==> config.mk <==
export PLATFORM = sky130hd
export DESIGN_NAME = bsmc_regs
export DESIGN_NICKNAME = d
export VERILOG_FILES = /design/src/bsmc_pkg.sv /design/src/bsmc_regs.sv /design/src/bsmc_sync.sv
export SDC_FILE = /design/constraint.sdc
export NUM_CORES = 1
export LEC_CHECK = 0
export BUFFER_PORTS_ARGS = -buffer_cell sky130_fd_sc_hd__buf_4
export CORE_MARGIN = 2
export CORE_UTILIZATION = 40
export CTS_CLUSTER_DIAMETER = 150
export DETAILED_ROUTE_END_ITERATION = 8
export GPL_ROUTABILITY_DRIVEN = 0
export PLACE_DENSITY = 0.63
export RECOVER_POWER = 25
export SETUP_SLACK_MARGIN = 0.5
export SLEW_MARGIN = 25
export SYNTH_ARGS = -nofsm -noshare
export SYNTH_HDL_FRONTEND = slang
export SYNTH_SLANG_ARGS = --single-unit
==> constraint.sdc <==
create_clock -name core_clk_in -period 5.7 [get_ports core_clk_in]
set_input_delay 0.285 -clock core_clk_in [delete_from_list [all_inputs] [get_ports core_clk_in]]
set_output_delay 0.285 -clock core_clk_in [all_outputs]
set_load 0.05 [all_outputs]
==> src/bsmc_pkg.sv <==
package bsmc_pkg;
  // Register indices; the byte address on the bus is four times the index
  localparam logic [7:0] BSMC_IDX_NORMAL = 8'h20;
  localparam logic [7:0] BSMC_IDX_STANDBY = 8'h21;
  localparam logic [7:0] BSMC_IDX_SLEEP = 8'h22;
  localparam logic [7:0] BSMC_IDX_MODE = 8'h23;
  localparam logic [7:0] BSMC_IDX_CONFIG = 8'h24;
  localparam logic [7:0] BSMC_IDX_STATUS = 8'h25;
  localparam logic [7:0] BSMC_IDX_CTRL = 8'h26;
  localparam int BSMC_ADDR_W = 10;
  // Field layout
  localparam int BSMC_SETPOINT_LSB = 0;
  localparam int BSMC_SETPOINT_W = 6;
  localparam int BSMC_MODE_LSB = 0;
  localparam int BSMC_MODE_W = 4;
  localparam int BSMC_SLEEP_STATE_BIT = 5;
  localparam int BSMC_ILIM_BIT = 0;
  localparam int BSMC_FREQ_LSB = 2;
  localparam int BSMC_PHASE_LSB = 4;
  localparam int BSMC_SPEED_LSB = 6;
  // Writable masks
  localparam logic [7:0] BSMC_MASK_SETPOINT = 8'h3F;
  localparam logic [7:0] BSMC_MASK_MODE = 8'h2F;
  localparam logic [7:0] BSMC_MASK_CONFIG = 8'hFF;
  // Reset values
  localparam logic [7:0] BSMC_RST_SETPOINT = 8'h00;
  localparam logic [7:0] BSMC_RST_MODE = 8'h00;
  localparam logic [7:0] BSMC_RST_CONFIG = 8'h00;
  // Frequency codes, set point scale in millivolts
  localparam logic [1:0] BSMC_FREQ_1MHZ = 2'h0;
  localparam logic [1:0] BSMC_FREQ_2MHZ = 2'h1;
  localparam logic [1:0] BSMC_FREQ_4MHZ = 2'h2;
  localparam int BSMC_VOUT_BASE_MV = 300;
  localparam int BSMC_VOUT_STEP_MV = 25;
  typedef enum logic [1:0] {
    BSMC_PWR_NORMAL,
    BSMC_PWR_STANDBY,
    BSMC_PWR_SLEEP
  } bsmc_pwr_t;
endpackage : bsmc_pkg

==> src/bsmc_regs.sv <==
`timescale 1ns/1ps
`default_nettype none
module bsmc_regs import bsmc_pkg::*; (
  // Clock and reset
  input wire logic core_clk_in,
  input wire logic rst_in,
  input wire logic clk_en_in,
  // APB slave
  input wire logic psel_in,
  input wire logic penable_in,
  input wire logic pwrite_in,
  input wire logic [BSMC_ADDR_W-1:0] paddr_in,
  input wire logic [31:0] pwdata_in,
  input wire logic [3:0] pstrb_in,
  output logic [31:0] prdata_out,
  output logic pready_out,
  output logic pslverr_out,
  // Power state pins from the sequencer
  input wire logic sleep_req_in,
  input wire logic standby_req_in,
  // Regulator controls
  output logic [5:0] vout_code_out,
  output logic [11:0] vout_mv_out,
  output logic [3:0] switch_mode_out,
  output logic reg_enable_out,
  output logic pfm_force_out,
  output logic current_limit_low_out,
  output logic [1:0] switch_freq_out,
  output logic freq_invalid_out,
  output logic [1:0] phase_clock_out,
  output logic [1:0] scaling_step_out
);
  typedef struct packed {
    logic [7:0] normal_setpoint;
    logic [7:0] standby_setpoint;
    logic [7:0] sleep_setpoint;
    logic [7:0] mode;
    logic [7:0] regulator_config;
    logic sw_sleep;
    logic [31:0] prdata;
    logic pready;
    logic pslverr;
    bsmc_pwr_t pwr;
    logic [5:0] vout_code;
    logic [11:0] vout_mv;
    logic [3:0] switch_mode;
    logic reg_enable;
    logic pfm_force;
    logic ilim_low;
    logic [1:0] freq;
    logic freq_bad;
    logic [1:0] phase;
    logic [1:0] step;
  } bsmc_regs_t;
  bsmc_regs_t st_reg;
  bsmc_regs_t st_next;
  logic [1:0] pins_stable;
  logic [7:0] idx;
  logic [7:0] wbyte;
  logic mapped;
  logic wr_commit;

  // Sequencer pins arrive unsynchronised
  bsmc_sync #(.WIDTH(2)) u_sync (
    .core_clk_in(core_clk_in),
    .rst_in(rst_in),
    .clk_en_in(clk_en_in),
    .async_in({sleep_req_in, standby_req_in}),
    .stable_out(pins_stable)
  );

  assign idx = paddr_in[BSMC_ADDR_W-1:2];
  assign wbyte = pstrb_in[0] ? pwdata_in[7:0] : 8'h00;

  always_comb begin
    st_next = st_reg;
    mapped = 1'b0;
    if (paddr_in[1:0] == 2'b00) begin
      mapped = (idx >= BSMC_IDX_NORMAL) && (idx <= BSMC_IDX_CTRL);
    end
    // Misaligned or unmapped writes are dropped
    wr_commit = psel_in && penable_in && st_reg.pready && pwrite_in && pstrb_in[0] && mapped;
    st_next.pready = 1'b0;
    st_next.pslverr = 1'b0;
    // Zero-wait access: answer in the access cycle after setup
    if (psel_in && !penable_in) begin
      st_next.pready = 1'b1;
      st_next.pslverr = !mapped;
      st_next.prdata = 32'h0000_0000;
      // Upper read bits stay zero
      if (!pwrite_in) begin
        case (idx)
          BSMC_IDX_NORMAL: st_next.prdata[7:0] = st_reg.normal_setpoint;
          BSMC_IDX_STANDBY: st_next.prdata[7:0] = st_reg.standby_setpoint;
          BSMC_IDX_SLEEP: st_next.prdata[7:0] = st_reg.sleep_setpoint;
          BSMC_IDX_MODE: st_next.prdata[7:0] = st_reg.mode;
          BSMC_IDX_CONFIG: st_next.prdata[7:0] = st_reg.regulator_config;
          BSMC_IDX_STATUS: st_next.prdata[1:0] = st_reg.pwr;
          BSMC_IDX_CTRL: st_next.prdata[0] = st_reg.sw_sleep;
          default: st_next.prdata = 32'h0000_0000;
        endcase
      end
    end
    // Write commits at the access edge with pready high
    if (wr_commit) begin
      case (idx)
        BSMC_IDX_NORMAL: st_next.normal_setpoint = wbyte & BSMC_MASK_SETPOINT;
        BSMC_IDX_STANDBY: st_next.standby_setpoint = wbyte & BSMC_MASK_SETPOINT;
        BSMC_IDX_SLEEP: st_next.sleep_setpoint = wbyte & BSMC_MASK_SETPOINT;
        BSMC_IDX_MODE: st_next.mode = wbyte & BSMC_MASK_MODE;
        BSMC_IDX_CONFIG: st_next.regulator_config = wbyte & BSMC_MASK_CONFIG;
        BSMC_IDX_CTRL: st_next.sw_sleep = wbyte[0];
        default: st_next.sw_sleep = st_reg.sw_sleep;
      endcase
    end
    // Sleep outranks standby
    if (pins_stable[1] || st_reg.sw_sleep) begin
      st_next.pwr = BSMC_PWR_SLEEP;
    end else if (pins_stable[0]) begin
      st_next.pwr = BSMC_PWR_STANDBY;
    end else begin
      st_next.pwr = BSMC_PWR_NORMAL;
    end
    case (st_reg.pwr)
      BSMC_PWR_SLEEP: begin
        st_next.vout_code = st_reg.sleep_setpoint[BSMC_SETPOINT_W-1:0];
        st_next.reg_enable = st_reg.mode[BSMC_SLEEP_STATE_BIT];
        st_next.pfm_force = st_reg.mode[BSMC_SLEEP_STATE_BIT];
      end
      BSMC_PWR_STANDBY: begin
        st_next.vout_code = st_reg.standby_setpoint[BSMC_SETPOINT_W-1:0];
        st_next.reg_enable = 1'b1;
        st_next.pfm_force = 1'b0;
      end
      default: begin
        st_next.vout_code = st_reg.normal_setpoint[BSMC_SETPOINT_W-1:0];
        st_next.reg_enable = 1'b1;
        st_next.pfm_force = 1'b0;
      end
    endcase
    st_next.switch_mode = st_reg.mode[BSMC_MODE_LSB +: BSMC_MODE_W];
    // Linear millivolt value, one cycle behind code
    st_next.vout_mv = 12'(BSMC_VOUT_BASE_MV) + 12'(st_reg.vout_code) * 12'(BSMC_VOUT_STEP_MV);
    st_next.ilim_low = st_reg.regulator_config[BSMC_ILIM_BIT];
    st_next.freq = st_reg.regulator_config[BSMC_FREQ_LSB +: 2];
    case (st_next.freq)
      BSMC_FREQ_1MHZ: st_next.freq_bad = 1'b0;
      BSMC_FREQ_2MHZ: st_next.freq_bad = 1'b0;
      BSMC_FREQ_4MHZ: st_next.freq_bad = 1'b0;
      default: st_next.freq_bad = 1'b1;
    endcase
    st_next.phase = st_reg.regulator_config[BSMC_PHASE_LSB +: 2];
    st_next.step = st_reg.regulator_config[BSMC_SPEED_LSB +: 2];
  end

  always_ff @(posedge core_clk_in) begin
    if (rst_in) begin
      // Every field spelled out: some output idle levels are not zero
      st_reg.normal_setpoint <= BSMC_RST_SETPOINT;
      st_reg.standby_setpoint <= BSMC_RST_SETPOINT;
      st_reg.sleep_setpoint <= BSMC_RST_SETPOINT;
      st_reg.mode <= BSMC_RST_MODE;
      st_reg.regulator_config <= BSMC_RST_CONFIG;
      st_reg.sw_sleep <= 1'b0;
      st_reg.prdata <= 32'h0000_0000;
      st_reg.pready <= 1'b0;
      st_reg.pslverr <= 1'b0;
      st_reg.pwr <= BSMC_PWR_NORMAL;
      st_reg.vout_code <= 6'h00;
      st_reg.vout_mv <= 12'(BSMC_VOUT_BASE_MV);
      st_reg.switch_mode <= 4'h0;
      st_reg.reg_enable <= 1'b1;
      st_reg.pfm_force <= 1'b0;
      st_reg.ilim_low <= 1'b0;
      st_reg.freq <= 2'h0;
      st_reg.freq_bad <= 1'b0;
      st_reg.phase <= 2'h0;
      st_reg.step <= 2'h0;
    end else if (clk_en_in) begin
      st_reg <= st_next;
    end
  end

  assign prdata_out = st_reg.prdata;
  assign pready_out = st_reg.pready;
  assign pslverr_out = st_reg.pslverr;
  assign vout_code_out = st_reg.vout_code;
  assign vout_mv_out = st_reg.vout_mv;
  assign switch_mode_out = st_reg.switch_mode;
  assign reg_enable_out = st_reg.reg_enable;
  assign pfm_force_out = st_reg.pfm_force;
  assign current_limit_low_out = st_reg.ilim_low;
  assign switch_freq_out = st_reg.freq;
  assign freq_invalid_out = st_reg.freq_bad;
  assign phase_clock_out = st_reg.phase;
  assign scaling_step_out = st_reg.step;
endmodule : bsmc_regs
`default_nettype wire

==> src/bsmc_sync.sv <==
`timescale 1ns/1ps
`default_nettype none
module bsmc_sync import bsmc_pkg::*; #(
  parameter int WIDTH = 2
) (
  // Clock
  input wire logic core_clk_in,
  input wire logic rst_in,
  input wire logic clk_en_in,
  // Data
  input wire logic [WIDTH-1:0] async_in,
  output logic [WIDTH-1:0] stable_out
);
  typedef struct packed {
    logic [WIDTH-1:0] s1;
    logic [WIDTH-1:0] s2;
    logic [WIDTH-1:0] s3;
    logic [WIDTH-1:0] stable;
  } bsmc_sync_t;
  bsmc_sync_t st_reg;
  bsmc_sync_t st_next;

  always_comb begin
    st_next = st_reg;
    st_next.s1 = async_in;
    st_next.s2 = st_reg.s1;
    st_next.s3 = st_reg.s2;
    // Accept only once stages two and three agree
    for (int i = 0; i < WIDTH; i++) begin
      if (st_reg.s2[i] == st_reg.s3[i]) begin
        st_next.stable[i] = st_reg.s3[i];
      end
    end
  end

  always_ff @(posedge core_clk_in) begin
    if (rst_in) begin
      st_reg <= '0;
    end else if (clk_en_in) begin
      st_reg <= st_next;
    end
  end

  assign stable_out = st_reg.stable;
endmodule : bsmc_sync
`default_nettype wire

After elaboration in Yosys (flattened, before gate mapping)
Index checks and enable logic that the tools add are counted.

word-level totals
  bits of input ports = 54
  word-level logic and storage cells = 76
  register bits = 84
  output and inout port bits = 66

operators by class
  mux-type cells = 12
  $add $sub $neg = 1
  eq/ne operators = 13
  reductions and logical operators = 22
  order comparisons = 2
  multipliers = 1

operator list
  operator               number
  $eq 8x6->1 const B     7
  $pmux 6 s5             1
  $reduce_and 3->1       6
  $mux 8                 2
  $add 9x11->12 const A  1
  $pmux 6 s2             1
  $mul 6x5->11 const B   1
  $ge 8x6->1 const B     1
  $le 8x6->1 const B     1
  $logic_and 1x1->1      7
  $pmux 1 s7             1
  $mux 2                 3
  $pmux 1 s6             1
  $reduce_and 2->1       3
  $eq 2x1->1 const B     2
  $eq 2x2->1 const B     2
  $logic_not 2->1        2
  $mux 1                 3
  $reduce_or 3->1        1
  $eq 1x1->1             2
  $logic_not 1->1        2
  $logic_or 1x1->1       1

Longest topological paths before layout
Gate-level depths: netlist of the first run.

  depth in word-level cells = 6
  gate-level depth with buffers = 10
  mapped depth without buffers = 10

Modules after synthesis
From an unflattened synthesis of the first run, not the netlist that was laid out.

unflattened totals
  cells, all modules = 506
  area, all modules = 4,625.7 µm²

modules (own cells, without submodules)
  module     times used  cells an instance  area an instance (µm²)  seq. area each (µm²)
  bsmc_regs  1           472                4,261.6                 1,521.5
  bsmc_sync  1           34                 364.1                   160.2

Worst setup path after synthesis of the first run
Ideal clock, no wire load.

  kind = register to register
  start point = reg st_reg (netlist bit vout_code_out[1])
  end point = reg st_reg (netlist bit vout_mv_out[10])
  data arrival time = 2.563 ns
  required time = 5.580 ns
  period minus slack after synthesis = 2.683 ns
  stages on the path, launching flop included = 10
  slack = 3.017 ns
  setup time = 0.120 ns
  buffers on the path = 0
  cells stage by stage = dfxtp_1 inv_1 ha_1 inv_1 fa_1 ha_1 fa_1 a21oi_1 o211ai_1 a211o_1

on the way
  longest elaborated chain between the ends = 2

ends and longest elaborated chain
  what                    line              RTL
  start, declared         bsmc_regs.sv:55   bsmc_regs_t st_reg;
  start signal, assigned  bsmc_regs.sv:180  st_reg <= st_next;
  $mul 6x5->11            bsmc_regs.sv:143  st_next.vout_mv = 12'(BSMC_VOUT_BASE_MV) + 12'(st_reg.vout_code) * 12'(BSMC_VOUT_STEP_MV);
  $add 9x11->12           bsmc_regs.sv:143

Every way passes these cells.
A chain may end at the register's enable or synchronous reset.

Worst setup path after layout of the first run
Ends and elaborated chain as after synthesis.

==> impl_metrics.py, run 1 <==
metrics = {
    "outcome": {
        "status": "finished, final reports clean",
    },
    "finish": {
        "multiInputGateArea_um2": 2460,
        "layout.cells.non_filler": 675,
        "n_antenna_cell": 0,
        "final_area_um2": 5200,
        "utilization": 0.456,
        "area_growth_pct": 11.1,
        "seqCellArea_um2": 1680,
        "largest_reg_flops": 23,
        "num-fill-cells": 1093,
        "final_nets": 609,
        "drive_gt1_frac": 0.167,
    },
    "placed_design": {
        "placedCellCount": 659,
        "port_buffers": 68,
        "dp_hpwl_um": 7400,
        "postPlaceCellArea_um2": 4910,
    },
    "min_path": {
        "holdCritStartpoint": "sleep_req_in",
        "hold_path_class": "in -> reg",
    },
    "sta": {
        "hold_violations": 0,
        "final.setup.tns_ns": 0,
        "fmaxAchievable_mhz": 347,
        "layout_worst_path_cycle_share": 0.506,
        "final-max-slew-violation-count": 0,
        "rsz0062_at_grt": "no",
        "tightest_slew_ns": 0.850,
        "finalSetupViolations": 0,
        "post-route-min-period_ns": 2.88,
        "maxSlewHeadroom": 0.430,
        "fin_skew_ns": 0.00565,
    },
    "clock_network": {
        "cts.sinks": 84,
        "root_buffer": "clkbuf_16",
        "cts_buffer_depth": 2,
        "cts_tree": "done",
        "postCtsSetupBuffers": 0,
        "cts_hold_buf": 0,
        "post_cts.resized_instances": 0,
        "clk_latency_ns": 0.34,
        "numCtsBuffers": 9,
        "clk_pin_slew_ns": 0.06,
        "clock_tree.htree_level_count": 3,
    },
    "floorplan": {
        "core_um2": 11400,
        "start_util": 0.410,
        "fp.dieH_um": 112,
        "ios": 120,
        "core.rowCount": 39,
        "fp.dieW_um": 112,
        "design.die.area_um2": 12600,
    },
    "yosys": {
        "ys_top_cells_by_area": "dfxtp_1 36%, mux2i_1 13%, buf_4 9.8%",
        "synth-main-ff-cell": "dfxtp_1",
        "synth_top_cell_by_area": "dfxtp_1",
        "syn_avg_cell_area_um2": 9.20,
        "synth_warnings": 0,
        "synthesis.area_um2": 4680,
        "postSynthCellCount": 509,
        "synth_top_area_frac": 0.359,
        "ys_top_cells_by_count": "84 x dfxtp_1, 61 x buf_4, 61 x mux2i_1, 55 x nand2_1, 40 x nor2_1",
        "async_reset_ff_frac": 0,
        "ys_seq_area_frac": 0.359,
        "ys_ff_latch": 84,
        "synth.most_common_cell": "dfxtp_1",
        "synth_edf_count": 0,
        "yosysUniqueCellTypes": 60,
    },
    "route": {
        "dr_wl_met3_um": 606,
        "vias": 3465,
        "avgViaCountPerCell": 5.13,
        "route.met2.wl_um": 4810,
        "drc": 0,
        "drt-pass1-iter-count": 4,
        "routed_wl_um": 10400,
        "wl_met1_um": 4870,
        "drt_iter0_markers": 227,
        "top_layer_used": "met4",
        "post_drt_wl_per_cell_um": 15.4,
        "ant_nets": 0,
    },
    "global_route": {
        "grt_overflow": 0,
        "grt_max_degree": 49,
        "grt_pass1_wl_um": 16800,
        "antenna_found_initial": 0,
        "grt.total_usage": 0.167,
        "grt_pass1_vias": 3384,
    },
    "setup_path": {
        "critical_path_class": "reg -> reg",
        "slowest_delay_ns": 0.48,
        "r2r_start": "vout_code_out[1]",
        "worstPathRequired_ns": 5.93,
        "path_max_fanout": 7,
        "arrival_ns": 3.11,
        "critPathLaunchType": "register",
        "crit_slowest_cell": "fa_1",
        "path_cells": "inv_1 -> ha_1 -> inv_1 -> fa_1 -> ha_1 -> fa_1 -> a21oi_1 -> o211ai_1 -> a211o_1",
        "setup.worst_path.end_class": "register",
        "crit_start": "vout_code_out[1]",
    },
    "power_and_ir_drop": {
        "power.density_nw_per_um2": 271,
        "p_leak_nw": 2.38,
        "finalPower_w": 0.00141,
        "ir_drop_uv": 115,
    },
    "flow_run": {
        "drv_cap": 0,
    },
}
==> worst max-delay path: cells and delay by family, from the launching register on <==
| kind | cells | cell delay, ns |
|---|---|---|
| buffers and inverters | 2 | 0.16 |
| flip-flops | 1 | 0.44 |
| AO/OA/AOI/OAI | 3 | 0.63 |
| adder cells (fa/ha/maj) | 4 | 1.54 |
==> stage by stage <==
step	setup WS (ns)	hold WS (ns)
CTS	2.81	0.183
finish	2.82	0.185
global placement	2.85	0.442
global route	2.59	0.221
detailed placement	2.84	0.447
floorplan	3.02	0.426
==> routing by layer <==
| layer | vias up | global-route usage |
|---|---|---|
| met5 | - | 0 |
| met4 | 0 | 0.0602 |
| met3 | 12 | 0.0302 |
| met2 | 91 | 0.272 |
| met1 | 1633 | 0.222 |
| li1 | 1729 | - |
==> layout make-up <==
cell class / count / area share
Multi-Input combinational cell: 344 / 0.472
Sequential cell: 84 / 0.323
Timing Repair Buffer: 69 / 0.0917
Clock buffer: 11 / 0.0486
Tap cell: 143 / 0.0344
Clock inverter: 5 / 0.0159
Inverter: 19 / 0.0137
==> path summary, 6_finish.rpt <==
kind                     endpoint  slack, ns  cells after the start
min             u_sync.st_next[5]       0.19                      3
min reg2reg  u_sync.stable_out[0]       0.46                      2
max               vout_mv_out[10]       2.82                      9
max reg2reg       vout_mv_out[10]       2.82                      9
==> power breakdown <==
group | switching, W | internal [W]
combinational | 0.000113 | 0.0000414
clock | 0.000245 | 0.000409
sequential | 0.00000556 | 0.000593
total | 0.000363 | 0.00104
==> placed cells by master (no fill, tap or decap), types with 6 or more instances in the layout <==
cell type / n
nand3_1: 19
a221oi_1: 6
buf_4: 58
clkbuf_1: 11
nor2b_1: 9
inv_1: 17
ha_1: 25
nor2_1: 40
dfxtp_1: 84
mux2i_1: 61
o21ai_0: 11
clkbuf_16: 9
a21oi_1: 17
conb_1: 24
nor3_1: 8
nand2_1: 55
==> kinds of logic after synthesis <==
kind of cell	synth area share
AND/OR/NAND/NOR	0.178
multiplexers	0.147
adder cells (fa/ha/maj)	0.0796
flip-flops	0.359
other	0.000801
buffers and inverters	0.135
AO/OA/AOI/OAI	0.0946
XOR/XNOR	0.00561
No activity file was read; power rests on OpenSTA's default activity.
==> run 2, diff against run 1 <==
PLACE_DENSITY = 0.65   (was 0.63)
clock period = 2.6 ns   (was 5.7 ns; I/O delays follow)
==> run 2 against run 1 <==
Against the previous run:
- sequential power grew 120%
- cell area grew 4.4%
- clock power grew 94%
- non-clock buffer count grew 11
- via count grew 3.0%
- utilization grew 2.0 points
- fmax grew 17%
- routed wire length grew 0.84%
- clock-buffer cell count shrank 1
- sequential share of layout area shrank 1.1 points
- largest power group is now sequential cells
==> impl_metrics.py, run 2 (synthesis gave the netlist of run 1 again) <==
metrics = {
    "setup_path": {
        "arrival_ns": 2.68,
        "critPathLaunchType": "register",
        "slowest_delay_ns": 0.51,
        "r2r_start": "vout_code_out[1]",
        "timing.rr.end": "vout_mv_out[10]",
        "path_common_cell": "ha_4",
        "worstPathRequired_ns": 2.82,
        "rr_worst_depth": 9,
        "path_max_fanout": 2,
        "reg2reg_setup_slack_ns": 0.14,
        "critical_path_class": "reg -> reg",
        "crit_family": "adder cells",
        "setup.worst_path.end_class": "register",
        "path_cells": "inv_4 -> ha_4 -> inv_2 -> fa_1 -> ha_4 -> fa_2 -> a21oi_2 -> o211ai_1 -> a211o_1",
        "critical_path_buf_inv_count": 2,
        "crit_slowest_cell": "fa_1",
    },
    "route": {
        "drc": 0,
        "avgViaCountPerCell": 5.20,
        "ant_nets": 0,
        "vias": 3568,
        "drt-pass1-iter-count": 4,
        "post_drt_wl_per_cell_um": 15.3,
        "drt_iter0_markers": 260,
        "routed_wl_um": 10500,
    },
    "min_path": {
        "hold_depth": 3,
        "hold_path_class": "in -> reg",
        "whs_endpoint": "u_sync.st_next[5]",
        "holdCritStartpoint": "sleep_req_in",
    },
    "sta": {
        "fmaxAchievable_mhz": 407,
        "tightest_slew_ns": 1.09,
        "maxSlewHeadroom": 0.270,
        "hold_violations": 0,
        "fin_skew_ns": 0.00744,
        "layout_worst_path_cycle_share": 0.946,
        "post-route-min-period_ns": 2.46,
        "rsz0062_at_grt": "yes",
        "final-max-slew-violation-count": 0,
        "finalSetupViolations": 0,
        "final.setup.tns_ns": 0,
    },
    "power_and_ir_drop": {
        "p_sw_w": 0.000796,
        "switching_share": 0.269,
        "p_seq_frac": 0.443,
        "p_leak_nw": 2.42,
        "power.density_nw_per_um2": 544,
        "combPwrFrac": 0.128,
        "ir_drop_uv": 254,
        "internal-power_w": 0.00216,
        "p_clk_frac": 0.429,
    },
    "floorplan": {
        "fp.dieW_um": 112,
        "fp.dieH_um": 112,
        "core_um2": 11400,
        "ios": 120,
        "design.die.area_um2": 12600,
        "start_util": 0.410,
        "core.rowCount": 39,
    },
    "global_route": {
        "grt_pass1_wl_um": 17300,
        "grt_pass1_vias": 3419,
        "grt.total_usage": 0.171,
        "grt_overflow": 0,
        "grt_max_degree": 53,
        "antenna_found_initial": 0,
    },
    "clock_network": {
        "root_buffer": "clkbuf_16",
        "clk_pin_slew_ns": 0.06,
        "cts_buffer_depth": 2,
        "clock_tree.htree_level_count": 3,
        "clk_latency_ns": 0.34,
        "cts.sinks": 84,
        "numCtsBuffers": 9,
        "cts_tree": "done",
    },
    "finish": {
        "utilization": 0.475,
        "area_growth_pct": 15.9,
        "layout_common_cells": "79 x dfxtp_1, 71 x buf_4, 61 x mux2i_1",
        "seqCellArea_um2": 1700,
        "drive_gt1_frac": 0.228,
        "num-fill-cells": 1084,
        "final_nets": 620,
        "final_common_cell": "dfxtp_1",
        "n_antenna_cell": 0,
        "multiInputGateArea_um2": 2620,
        "final_area_um2": 5430,
        "largest_reg_flops": 23,
    },
    "placed_design": {
        "postPlaceCellArea_um2": 4990,
        "dp_hpwl_um": 7470,
        "port_buffers": 68,
    },
    "outcome": {
        "status": "finished, final reports clean",
    },
    "flow_run": {
        "drv_cap": 0,
    },
}
## run 2: how the worst max path moves through the flow
stage	slack, ns	cells past startpoint	from	endpoint
after floorplan	0.22	9	vout_code_out[1]	vout_mv_out[10]
after global placement	0.13	9	vout_code_out[1]	vout_mv_out[10]
after detailed placement	0.1	9	vout_code_out[1]	vout_mv_out[10]
after CTS	0.15	9	vout_code_out[1]	vout_mv_out[10]
after global routing	0.02	10	vout_code_out[1]	vout_mv_out[10]
final	0.14	9	vout_code_out[1]	vout_mv_out[10]
## run 2: stage by stage
step / hold slack [ns] / worst slack [ns] / power, W / cells
floorplan: 0.277 / 0.222 / 0.00164 / 532
global placement: 0.372 / 0.127 / 0.00169 / 662
detailed placement: 0.379 / 0.0955 / 0.00169 / 662
CTS: 0.0207 / 0.152 / 0.00298 / 684
global route: 0.0505 / 0.0175 / 0.00306 / 686
finish: 0.0233 / 0.141 / 0.00296 / 686
## run 2: power groups by stage
| stage | clock [W] | sequential, W | combinational (W) |
|---|---|---|---|
| after detailed placement | 0 | 0.00134 | 0.000353 |
| after global placement | 0 | 0.00134 | 0.000349 |
| after CTS | 0.00130 | 0.00131 | 0.000370 |
| final | 0.00127 | 0.00131 | 0.000377 |
| after global routing | 0.00135 | 0.00131 | 0.000406 |
| after floorplan | 0 | 0.00134 | 0.000300 |
## run 2: tightest hold or removal path, stage by stage
cell     delay, ns
buf_4         0.08
mux2i_1       0.05
nor2_1        0.07
## run 2: what timing repair did
item	CTS	global route
pin swaps	12	7
buffers inserted	6	2
endpoints found under the setup margin	7	7
hold buffers	0	0
resized for setup	9	6
## run 2: final cells by class
cell class                 instances  area share
sequential                        84       0.312
clock buffer                      10      0.0422
clock inverter                     6      0.0115
multi-input combinational        344       0.483
timing repair buffer              80       0.105
tap                              143      0.0330
inverter                          19      0.0136
## run 2: metal layers
metal / part of all wire / GRT usage
met1: 0.48 / 0.232
met2: 0.46 / 0.269
met3: 0.044 / 0.0329
met4: 0.021 / 0.0675
met5: 0 / 0
